File: src/include/dcsc_pkg.sv
// Shared constants and types for the dual card command decoder.
package dcsc_pkg;

  localparam int unsigned CMD_W       = 8;
  localparam int unsigned SYNC_DEPTH  = 3;
  localparam int unsigned BIT_CNT_W   = 3;

  // Field positions inside the command byte.
  localparam int unsigned ADDR_LSB    = 5;
  localparam int unsigned ADDR_MSB    = 7;
  localparam int unsigned DEV_BIT     = 6;
  localparam int unsigned PORT_BIT    = 5;
  localparam int unsigned RST_BIT     = 4;
  localparam int unsigned CLK_MSB     = 3;
  localparam int unsigned CLK_LSB     = 2;
  localparam int unsigned VCC_MSB     = 1;
  localparam int unsigned VCC_LSB     = 0;
  localparam int unsigned SCLK_BIT    = 3;
  localparam int unsigned SDATA_BIT   = 2;
  localparam int unsigned AUX4_BIT    = 1;
  localparam int unsigned AUX8_BIT    = 0;
  localparam int unsigned CFG_SEL_BIT = 2;

  // Address codes of the three top bits.
  localparam logic [2:0] ADDR_NONE = 3'h4;
  localparam logic [2:0] ADDR_CFG  = 3'h5;
  localparam logic       ADDR_ASYNC_TOP = 1'h0;
  localparam logic [1:0] ADDR_SYNC_TOP  = 2'h3;

  // Supply codes.
  localparam logic [1:0] VCC_OFF  = 2'h0;
  localparam logic [1:0] VCC_1V8  = 2'h1;
  localparam logic [1:0] VCC_3V0  = 2'h2;
  localparam logic [1:0] VCC_5V0  = 2'h3;

  // Card clock selection codes.
  localparam logic [1:0] CKDIV_LOW = 2'h0;
  localparam logic [1:0] CKDIV_1   = 2'h1;
  localparam logic [1:0] CKDIV_2   = 2'h2;
  localparam logic [1:0] CKDIV_4   = 2'h3;

  // Configuration codes with the selector bit low.
  localparam logic [1:0] CFG_DET_NO      = 2'h0;
  localparam logic [1:0] CFG_DET_NC      = 2'h1;
  localparam logic [1:0] CFG_SPI_SPECIAL = 2'h2;
  localparam logic [1:0] CFG_SPI_NORMAL  = 2'h3;

  // Values after reset.
  localparam logic [1:0] RST_VCC        = VCC_OFF;
  localparam logic [1:0] RST_CKDIV      = CKDIV_LOW;
  localparam logic       RST_DET_NC     = 1'h0;
  localparam logic       RST_SPI_NORMAL = 1'h0;
  localparam logic       RST_FAST_SLOPE = 1'h0;
  localparam logic       RST_CONTACT    = 1'h0;

  typedef enum logic [1:0] {
    DCSC_RX_IDLE  = 2'b00,
    DCSC_RX_SHIFT = 2'b01,
    DCSC_RX_DONE  = 2'b11
  } dcsc_rx_state_type;

  typedef enum logic {
    DCSC_MODE_ASYNC = 1'b0,
    DCSC_MODE_SYNC  = 1'b1
  } dcsc_card_mode_type;

endpackage

File: src/hw/dcsc_cmd_decoder.sv
// Command decoder for a dual smart card interface programmed over a serial link.
//
// Functional notes
// - Top three bits address, low five data.
// - Bytes are taken only while chip select low.
// - Async address bits one-zero set card supply.
// - Async address bits three-two set card clock.
// - Sync address drives aux4 and aux8 contacts.
// - Sync address drives clock and data lines.
// - Config bit two low sets detect, mode.
// - Config bit two high, bit zero picks slope.
// - Address 100 decoded without any effect.
// - Async and sync addresses drive selected card reset.
// - Reset contact follows bit four at once.
// - Async commands need bit six matching pin.
// - Bit five picks card A or B.
// - Undefined config codes and don't-cares ignored.
`timescale 1ns/1ps
module dcsc_cmd_decoder (
  input  wire logic       core_clk,
  input  wire logic       rst_b,
  input  wire logic       spi_sclk,
  input  wire logic       spi_cs_b,
  input  wire logic       spi_mosi,
  input  wire logic       hardware_address_pin,
  input  wire logic       card_clk_in,
  output logic [1:0]      card_a_supply,
  output logic [1:0]      card_b_supply,
  output logic            card_a_clock_out,
  output logic            card_b_clock_out,
  output logic            card_a_data_line_out,
  output logic            card_a_data_line_oe,
  output logic            card_b_data_line_out,
  output logic            card_b_data_line_oe,
  output logic            card_a_aux4_contact,
  output logic            card_b_aux4_contact,
  output logic            card_a_aux8_contact,
  output logic            card_b_aux8_contact,
  output logic            card_a_reset_contact,
  output logic            card_b_reset_contact,
  output logic            card_presence_switch_nc,
  output logic            spi_mode_normal,
  output logic            fast_edge_slope,
  output logic            command_taken
);
  import dcsc_pkg::*;

  // Classifies the address field of a command byte.
  function automatic logic is_async_addr(input logic [2:0] addr);
    return addr[2] == ADDR_ASYNC_TOP;
  endfunction

  // Addresses 110 and 111 carry bits for a synchronous card.
  function automatic logic is_sync_addr(input logic [2:0] addr);
    return addr[2:1] == ADDR_SYNC_TOP;
  endfunction

  // A configuration code is defined unless the selector and bit one are both high.
  function automatic logic cfg_defined(input logic [4:0] data);
    return !data[CFG_SEL_BIT] || !data[VCC_MSB];
  endfunction

  // Byte reception.
  // A byte counts only once all eight bits arrived inside one select frame.
  logic             rx_valid;
  logic [CMD_W-1:0] rx_byte;

  dcsc_spi_rx u_rx (
    .core_clk          (core_clk),
    .rst_b             (rst_b),
    .spi_sclk          (spi_sclk),
    .spi_cs_b          (spi_cs_b),
    .spi_mosi          (spi_mosi),
    .byte_valid        (rx_valid),
    .card_command_byte (rx_byte)
  );

  // Pin synchronisers for the address strap and the card clock source.
  // The clock source runs free, so the dividers use only its settled level (divide by one) and its settled rising edges.
  logic [SYNC_DEPTH-1:0] addr_sync_q;
  logic [SYNC_DEPTH-1:0] ckin_sync_q;
  logic                  addr_lvl_q;
  logic                  addr_lvl_d;
  logic                  ckin_lvl_q;
  logic                  ckin_lvl_d;
  logic                  ckin_rise;

  // A level counts once the second and third stages agree; a lone glitch is dropped.
  always_comb begin
    addr_lvl_d = (addr_sync_q[1] == addr_sync_q[2]) ? addr_sync_q[2] : addr_lvl_q;
    ckin_lvl_d = (ckin_sync_q[1] == ckin_sync_q[2]) ? ckin_sync_q[2] : ckin_lvl_q;
  end

  assign ckin_rise = ckin_lvl_d && !ckin_lvl_q;

  always_ff @(posedge core_clk or negedge rst_b) begin
    if (!rst_b) begin
      addr_sync_q <= '0;
      ckin_sync_q <= '0;
      addr_lvl_q  <= 1'b0;
      ckin_lvl_q  <= 1'b0;
    end else begin
      addr_sync_q <= {addr_sync_q[SYNC_DEPTH-2:0], hardware_address_pin};
      ckin_sync_q <= {ckin_sync_q[SYNC_DEPTH-2:0], card_clk_in};
      addr_lvl_q  <= addr_lvl_d;
      ckin_lvl_q  <= ckin_lvl_d;
    end
  end

  // Command fields.
  logic [2:0] cmd_addr;
  logic       cmd_port;
  logic       dev_match;
  logic       async_hit;
  logic       sync_hit;
  logic       cfg_hit;
  logic       cfg_ok;
  logic [4:0] cmd_data;

  assign cmd_addr  = rx_byte[ADDR_MSB:ADDR_LSB];
  assign cmd_data  = rx_byte[RST_BIT:0];
  assign cmd_port  = rx_byte[PORT_BIT];
  // Only asynchronous commands compare bit six with the strap, so two devices that
  // both serve synchronous cards cannot share one chip select.
  assign dev_match = (rx_byte[DEV_BIT] == addr_lvl_q);
  assign async_hit = rx_valid && is_async_addr(cmd_addr) && dev_match;
  assign sync_hit  = rx_valid && is_sync_addr(cmd_addr);
  // Address 100 matches none of the hit terms and so changes nothing.
  assign cfg_hit   = rx_valid && (cmd_addr == ADDR_CFG);
  assign cfg_ok    = cfg_hit && cfg_defined(cmd_data);

  // Per-card state, index 0 is card A and index 1 is card B.
  // Supply, clock and contact settings stay put until a later command for that card.
  logic [1:0]         vcc_q    [2];
  logic [1:0]         vcc_d    [2];
  logic [1:0]         ckdiv_q  [2];
  logic [1:0]         ckdiv_d  [2];
  logic               rst_q    [2];
  logic               rst_d    [2];
  logic               aux4_q   [2];
  logic               aux4_d   [2];
  logic               aux8_q   [2];
  logic               aux8_d   [2];
  logic               sclk_q   [2];
  logic               sclk_d   [2];
  logic               sdat_q   [2];
  logic               sdat_d   [2];
  dcsc_card_mode_type mode_q   [2];
  dcsc_card_mode_type mode_d   [2];
  logic               card_clk [2];
  logic               sync_mode [2];

  genvar c;
  generate
    for (c = 0; c < 2; c++) begin : g_card
      logic selected;
      logic async_sel;
      logic sync_sel;

      // A command reaches only the port picked by bit five; the other port keeps its state.
      assign selected     = (cmd_port == c[0]);
      assign async_sel    = async_hit && selected;
      assign sync_sel     = sync_hit && selected;
      assign sync_mode[c] = (mode_q[c] == DCSC_MODE_SYNC);

      always_comb begin
        vcc_d[c]   = vcc_q[c];
        ckdiv_d[c] = ckdiv_q[c];
        rst_d[c]   = rst_q[c];
        aux4_d[c]  = aux4_q[c];
        aux8_d[c]  = aux8_q[c];
        sclk_d[c]  = sclk_q[c];
        sdat_d[c]  = sdat_q[c];
        mode_d[c]  = mode_q[c];
        if (async_sel) begin
          vcc_d[c]   = rx_byte[VCC_MSB:VCC_LSB];
          ckdiv_d[c] = rx_byte[CLK_MSB:CLK_LSB];
          // Bit four lands on the reset contact as the byte completes, so a host that
          // only sets up the card keeps it low.
          rst_d[c]   = rx_byte[RST_BIT];
          // An asynchronous command returns the clock to the divider and frees the data line.
          mode_d[c]  = DCSC_MODE_ASYNC;
        end else if (sync_sel) begin
          aux4_d[c]  = rx_byte[AUX4_BIT];
          aux8_d[c]  = rx_byte[AUX8_BIT];
          sclk_d[c]  = rx_byte[SCLK_BIT];
          sdat_d[c]  = rx_byte[SDATA_BIT];
          // In synchronous mode bit four is plain card data for the reset contact.
          rst_d[c]   = rx_byte[RST_BIT];
          mode_d[c]  = DCSC_MODE_SYNC;
        end
      end

      always_ff @(posedge core_clk or negedge rst_b) begin
        if (!rst_b) begin
          vcc_q[c]   <= RST_VCC;
          ckdiv_q[c] <= RST_CKDIV;
          rst_q[c]   <= RST_CONTACT;
          aux4_q[c]  <= RST_CONTACT;
          aux8_q[c]  <= RST_CONTACT;
          sclk_q[c]  <= RST_CONTACT;
          sdat_q[c]  <= RST_CONTACT;
          mode_q[c]  <= DCSC_MODE_ASYNC;
        end else begin
          vcc_q[c]   <= vcc_d[c];
          ckdiv_q[c] <= ckdiv_d[c];
          rst_q[c]   <= rst_d[c];
          aux4_q[c]  <= aux4_d[c];
          aux8_q[c]  <= aux8_d[c];
          sclk_q[c]  <= sclk_d[c];
          sdat_q[c]  <= sdat_d[c];
          mode_q[c]  <= mode_d[c];
        end
      end

      // In synchronous mode the clock line follows the commanded bit.
      // Otherwise it divides the settled card clock source by the stored ratio.
      dcsc_clk_div u_div (
        .core_clk     (core_clk),
        .rst_b        (rst_b),
        .clk_level    (ckin_lvl_q),
        .clk_rise     (ckin_rise),
        .div_sel      (ckdiv_q[c]),
        .direct_mode  (sync_mode[c]),
        .direct_level (sclk_q[c]),
        .clock_out    (card_clk[c])
      );
    end
  endgenerate

  // Shared configuration, applied to both cards at once.
  // Detect polarity, sampling mode and slope are only stored for the pads and filter.
  logic det_nc_q;
  logic det_nc_d;
  logic spi_norm_q;
  logic spi_norm_d;
  logic fast_q;
  logic fast_d;
  logic taken_q;
  logic taken_d;

  always_comb begin
    det_nc_d   = det_nc_q;
    spi_norm_d = spi_norm_q;
    fast_d     = fast_q;
    if (cfg_hit) begin
      // Bits four and three are don't-care in this address.
      if (!rx_byte[CFG_SEL_BIT]) begin
        unique case (rx_byte[VCC_MSB:VCC_LSB])
          CFG_DET_NO:      det_nc_d   = 1'b0;
          CFG_DET_NC:      det_nc_d   = 1'b1;
          CFG_SPI_SPECIAL: spi_norm_d = 1'b0;
          CFG_SPI_NORMAL:  spi_norm_d = 1'b1;
        endcase
      end else if (cfg_defined(cmd_data)) begin
        // With the selector high, bit zero picks the slope for both card clocks.
        fast_d = rx_byte[VCC_LSB];
      end
      // Selector high with bit one high is undefined and is dropped.
    end
    // The pulse marks bytes acted on; refused and undefined codes leave it low.
    taken_d = async_hit || sync_hit || cfg_ok;
  end

  always_ff @(posedge core_clk or negedge rst_b) begin
    if (!rst_b) begin
      det_nc_q   <= RST_DET_NC;
      spi_norm_q <= RST_SPI_NORMAL;
      fast_q     <= RST_FAST_SLOPE;
      taken_q    <= 1'b0;
    end else begin
      det_nc_q   <= det_nc_d;
      spi_norm_q <= spi_norm_d;
      fast_q     <= fast_d;
      taken_q    <= taken_d;
    end
  end

  // Outputs.
  // Supply codes go to the regulators: zero is off, then 1.8 V, 3.0 V and 5.0 V.
  assign card_a_supply           = vcc_q[0];
  assign card_b_supply           = vcc_q[1];
  assign card_a_clock_out        = card_clk[0];
  assign card_b_clock_out        = card_clk[1];
  assign card_a_data_line_out    = sdat_q[0];
  assign card_b_data_line_out    = sdat_q[1];
  // The data line is driven only while its card runs in synchronous mode.
  assign card_a_data_line_oe     = sync_mode[0];
  assign card_b_data_line_oe     = sync_mode[1];
  assign card_a_aux4_contact     = aux4_q[0];
  assign card_b_aux4_contact     = aux4_q[1];
  assign card_a_aux8_contact     = aux8_q[0];
  assign card_b_aux8_contact     = aux8_q[1];
  assign card_a_reset_contact    = rst_q[0];
  assign card_b_reset_contact    = rst_q[1];
  assign card_presence_switch_nc = det_nc_q;
  assign spi_mode_normal         = spi_norm_q;
  assign fast_edge_slope         = fast_q;
  assign command_taken           = taken_q;

endmodule // dcsc_cmd_decoder

File: src/hw/dcsc_spi_rx.sv
// Serial receiver that assembles one command byte per eight clock bits inside a chip select frame.
`timescale 1ns/1ps
module dcsc_spi_rx (
  input  wire logic                        core_clk,
  input  wire logic                        rst_b,
  input  wire logic                        spi_sclk,
  input  wire logic                        spi_cs_b,
  input  wire logic                        spi_mosi,
  output logic                             byte_valid,
  output logic [dcsc_pkg::CMD_W-1:0]       card_command_byte
);
  import dcsc_pkg::*;

  logic [SYNC_DEPTH-1:0] sync_q [3];
  logic [2:0]            pin_in;
  logic [2:0]            stable_q;
  logic [2:0]            stable_d;

  assign pin_in = {spi_mosi, spi_cs_b, spi_sclk};

  // A pin change is taken once the second and third stages agree.
  genvar g;
  generate
    for (g = 0; g < 3; g++) begin : g_sync
      always_ff @(posedge core_clk or negedge rst_b) begin
        if (!rst_b) begin
          // The select chain starts high so that release of reset opens no frame.
          sync_q[g] <= {SYNC_DEPTH{g == 1}};
        end else begin
          sync_q[g] <= {sync_q[g][SYNC_DEPTH-2:0], pin_in[g]};
        end
      end
      always_comb begin
        stable_d[g] = (sync_q[g][1] == sync_q[g][2]) ? sync_q[g][2] : stable_q[g];
      end
    end
  endgenerate

  dcsc_rx_state_type     state_q;
  dcsc_rx_state_type     state_d;
  logic [BIT_CNT_W-1:0]  cnt_q;
  logic [BIT_CNT_W-1:0]  cnt_d;
  logic [CMD_W-1:0]      shift_q;
  logic [CMD_W-1:0]      shift_d;
  logic [CMD_W-1:0]      byte_q;
  logic [CMD_W-1:0]      byte_d;
  logic                  sclk_rise;
  logic                  cs_low;

  assign sclk_rise = stable_d[0] && !stable_q[0];
  assign cs_low    = !stable_d[1];

  always_comb begin
    state_d = state_q;
    cnt_d   = cnt_q;
    shift_d = shift_q;
    byte_d  = byte_q;
    if (!cs_low) begin
      state_d = DCSC_RX_IDLE;
      cnt_d   = '0;
    end else if (sclk_rise) begin
      shift_d = {shift_q[CMD_W-2:0], stable_d[2]};
      cnt_d   = cnt_q + 3'h1;
      state_d = DCSC_RX_SHIFT;
      if (cnt_q == 3'h7) begin
        byte_d  = {shift_q[CMD_W-2:0], stable_d[2]};
        state_d = DCSC_RX_DONE;
      end
    end else if (state_q == DCSC_RX_DONE) begin
      state_d = DCSC_RX_SHIFT;
    end
  end

  always_ff @(posedge core_clk or negedge rst_b) begin
    if (!rst_b) begin
      stable_q <= 3'h2;
      state_q  <= DCSC_RX_IDLE;
      cnt_q    <= '0;
      shift_q  <= '0;
      byte_q   <= '0;
    end else begin
      stable_q <= stable_d;
      state_q  <= state_d;
      cnt_q    <= cnt_d;
      shift_q  <= shift_d;
      byte_q   <= byte_d;
    end
  end

  assign byte_valid        = (state_q == DCSC_RX_DONE);
  assign card_command_byte = byte_q;

endmodule // dcsc_spi_rx

File: src/hw/dcsc_clk_div.sv
// Card clock generator: stop, divide by one, two or four, or direct drive.
`timescale 1ns/1ps
module dcsc_clk_div (
  input  wire logic       core_clk,
  input  wire logic       rst_b,
  input  wire logic       clk_level,
  input  wire logic       clk_rise,
  input  wire logic [1:0] div_sel,
  input  wire logic       direct_mode,
  input  wire logic       direct_level,
  output logic            clock_out
);
  import dcsc_pkg::*;

  logic half_q;
  logic half_d;
  logic out_q;
  logic out_d;

  always_comb begin
    half_d = half_q;
    out_d  = out_q;
    if (direct_mode) begin
      out_d = direct_level;
    end else begin
      unique case (div_sel)
        CKDIV_LOW: out_d = 1'b0;
        CKDIV_1:   out_d = clk_level;
        CKDIV_2:   if (clk_rise) out_d = !out_q;
        CKDIV_4: begin
          if (clk_rise) begin
            half_d = !half_q;
            if (half_q) out_d = !out_q;
          end
        end
      endcase
    end
  end

  always_ff @(posedge core_clk or negedge rst_b) begin
    if (!rst_b) begin
      half_q <= 1'b0;
      out_q  <= 1'b0;
    end else begin
      half_q <= half_d;
      out_q  <= out_d;
    end
  end

  assign clock_out = out_q;

endmodule // dcsc_clk_div

File: config.mk
export PLATFORM = sky130hd
export DESIGN_NAME = dcsc_cmd_decoder
export DESIGN_NICKNAME = d
export VERILOG_FILES = /design/src/include/dcsc_pkg.sv /design/src/hw/dcsc_cmd_decoder.sv /design/src/hw/dcsc_spi_rx.sv /design/src/hw/dcsc_clk_div.sv
export SDC_FILE = /design/constraint.sdc
export NUM_CORES = 1
export LEC_CHECK = 0
export BUFFER_PORTS_ARGS = -buffer_cell sky130_fd_sc_hd__buf_4
export CORE_ASPECT_RATIO = 2
export CORE_UTILIZATION = 54
export CTS_BUF_LIST = sky130_fd_sc_hd__clkbuf_4
export CTS_CLUSTER_SIZE = 16
export DETAILED_ROUTE_END_ITERATION = 12
export GPL_TIMING_DRIVEN = 0
export PLACE_DENSITY = 0.83
export SLEW_MARGIN = 20
export SYNTH_ARGS = -nofsm -noshare
export SYNTH_HDL_FRONTEND = slang
export SYNTH_SLANG_ARGS = --single-unit
File: constraint.sdc
create_clock -name core_clk -period 1.46 [get_ports core_clk]
set_clock_uncertainty 0.05 [all_clocks]
set_input_delay 0.146 -clock core_clk [delete_from_list [all_inputs] [get_ports core_clk]]
set_output_delay 0.146 -clock core_clk [all_outputs]
set_load 0.03 [all_outputs]
==> impl_metrics.ini <==
[synthesis]
ys_seq_area_share_pct = 65.5
synth-xor-area-share_pct = 1.68
syn_area_per_cell_um2 = 14.8
synthTopCellsByArea = dfrtp_1 (61%), mux2_2 (15%), dfstp_2 (4.0%)
yosys_register_bits = 68
ys_warn_count = 0
synth_compound_area_share_pct = 3.22
synth_cell_types = 37
syn-num-nets = 185
synth_top_area_share_pct = 61.4
synth_fa_ha_area_share_pct = 2.54
synth-simple-area-share_pct = 10.1
syn_area_um2 = 2610
synthCells = 176
synth_area_leader_cell = dfrtp_1
synth_top_family_by_area = multiplexers
synth.mux.area_fraction_pct = 16.0

[worst_setup_path]
cp_slowest_cell = dfrtp_2
crit_chain = nand2_4 > nor4_4 > nor2b_4 > mux2_4
arrival_ns = 1.89
cpPeakStageDelay_ns = 0.48
required_ns = 1.74
critPathLaunchType = flop
worstSetupPathType = flop to flop
critPathMaxFanout = 6
end_kind = flop
worstRegToRegCells = 4

[die]
die_area_um2 = 5130
num_io_pins = 27
coreArea_um2 = 4600
die_h_um = 100
die_x_um = 51.1
initial_core_util_pct = 56.7
row_count = 35

[sta]
slew_violations = 0
fin_tns_setup_ns = -3.21
hold_viol = 0
period_needed_ns = 1.61
finalSetupViolCount = 35
grt_setup_unrepaired = yes
slew_headroom_pct = 45.1
fmax_mhz = 622
min_period_over_period_pct = 110
worst_pin_slew_ns = 0.824
worst_slack_ns = -0.149

[global_routing]
grt-ovfl-total = 0
grtUsageTotal_pct = 22.9
grt_max_degree = 69
grt_antenna_before_repair = 0
grt_pass1_vias = 1690
grt_first_pass_wirelength_um = 8200

[drt]
drt-total-wl_um = 5670
avgRoutedWirePerCell_um = 18.7
vias_per_cell = 5.52
drc = 0
drtIter0Drc = 25
ant_nets = 0
vias = 1672
dr.pass1.iters = 4

[clocking]
htreeDepth = 3
cts.path.max_buffers = 2
root_buffer = clkbuf_4
cts.sinks = 68
cts_tree = yes
clk_pin_slew_ns = 0.13
cts_made_buffers = 9
clkLatencyLatePin_ns = 0.43

[min_path]
hp-class = input port to async pin

[placement]
hpwl_um = 3000
dpl.cell_count = 257
gp_congestion = 0.784
io_buffers = 26

[status]
violations = negative setup slack
status = complete, but fails checks

[layout]
drive_gt1_share_pct = 55.6
layout-area-overhead-vs-synth_pct = 36.6
mostFrequentLayoutCells = dfrtp_1 (58), buf_4 (45), mux2_4 (21)
final_common_cell = dfrtp_1
final_nets = 252
n_antenna_cell = 0
stdcell_count = 303

[pwr]
power.density_nw_per_um2 = 1150
vdd_ir_drop_max_mv = 1.26
leakage_nw = 1.68

[run]
max_cap_violations = 0
report_power, final:
part	internal (mW)	switching [mW]
Sequential	2.00	0.0929
Clock	1.04	0.688
Combinational	0.180	0.119
worst paths after layout:
path                                      startpoint                         to  slack (ns)
hold reg to reg                       addr_sync_q[0]             addr_sync_q[1]        0.31
setup reg to reg           u_rx.card_command_byte[7]    card_presence_switch_nc       -0.15
setup / recovery           u_rx.card_command_byte[7]    card_presence_switch_nc       -0.15
min in group core_clk                 addr_sync_q[0]             addr_sync_q[1]        0.31
max in group asynchronous                      rst_b                 addr_lvl_q        0.46
hold / removal                                 rst_b  u_rx.card_command_byte[2]        0.31
worst max-delay path, delay by kind of cell, from the launching register on:
kind             cells  cell delay [ns]
AND/OR/NAND/NOR      3             0.66
multiplexers         1             0.32
flip-flops           1             0.48
cell families after synthesis:
family          Yosys count
compound gates           14
xor+xnor                  5
fa+ha+maj                 6
buf+inv                   6
flops                    68
mux                      37
simple gates             40
per-stage QoR:
stage	area (µm²)	setup slack [ns]	power, mW	utilization (%)	hold slack, ns
6_report	3560	-0.149	4.11	77.4	0.305
2_1_floorplan	2630	-0.0147	2.19	-	-0.200
5_1_grt	3560	-0.203	4.25	77.4	0.301
3_3_place_gp	2890	-0.177	2.27	62.8	0.205
4_1_cts	3370	-0.108	4.07	73.3	0.302
3_5_place_dp	2890	-0.199	2.29	62.8	0.205
final cells by class:
type	count	area (µm²)
inverter	4	15.0
sequential	68	1710
clock inverter	7	139
multi-input combinational	102	1060
fill	249	1040
buffer	2	22.5
clock buffer	9	67.6
tap	55	68.8
timing repair buffer	56	472
cell usage after synthesis:
cell / n
o21ai_0: 4
nand3b_1: 1
nand2_4: 1
or3_2: 1
mux2_2: 34
maj3_2: 1
nor2_1: 8
ha_1: 2
nor4_2: 1
xor2_1: 1
a2111oi_0: 1
or3b_2: 1
buf_2: 2
xnor2_1: 4
nand2b_1: 1
dfstp_2: 4
o41ai_1: 1
nor2b_1: 3
nor3b_4: 1
maj3_1: 3
nand2_1: 10
nor3b_1: 1
a32oi_1: 1
a21oi_1: 6
or3_1: 1
nor4_1: 1
mux2_4: 1
nor2_4: 2
o21a_1: 1
dfrtp_1: 64
nand3_2: 1
nor4_4: 1
and3b_1: 1
mux2i_1: 2
nor2_2: 1
nor3_1: 3
inv_1: 4
flip-flops by register name, indices dropped and copies added (netlist names), 2 cells and up:
register / cells
u_rx.cnt_q: 3
card_a_supply: 2
g_card.u_div.clock_out: 2
ckdiv_q: 4
addr_sync_q: 3
g_card.u_div.half_q: 2
u_rx.stable_q: 3
card_b_supply: 2
u_rx.card_command_byte: 8
ckin_sync_q: 3
sclk_q: 2
u_rx.state_q: 2
u_rx.shift_q: 7
u_rx.sync_q: 9
what timing repair did:
item,4_1_cts,5_1_grt
pin swaps,5,8
hold buffers,6,0
gates resized for setup,26,27
buffers inserted,15,9
endpoints found under the hold margin,69,0
endpoints found under the setup margin,34,36
metal layers:
metal / vias to the layer above / global-route usage, % / share of wire (%)
met4: 0 / 12.0 / 3.2
met2: 37 / 38.8 / 56
met1: 867 / 24.8 / 38
met5: - / 0 / 0
met3: 16 / 7.42 / 3.3
li1: 752 / - / -
Note: power is estimated with default switching activity, not from simulation.
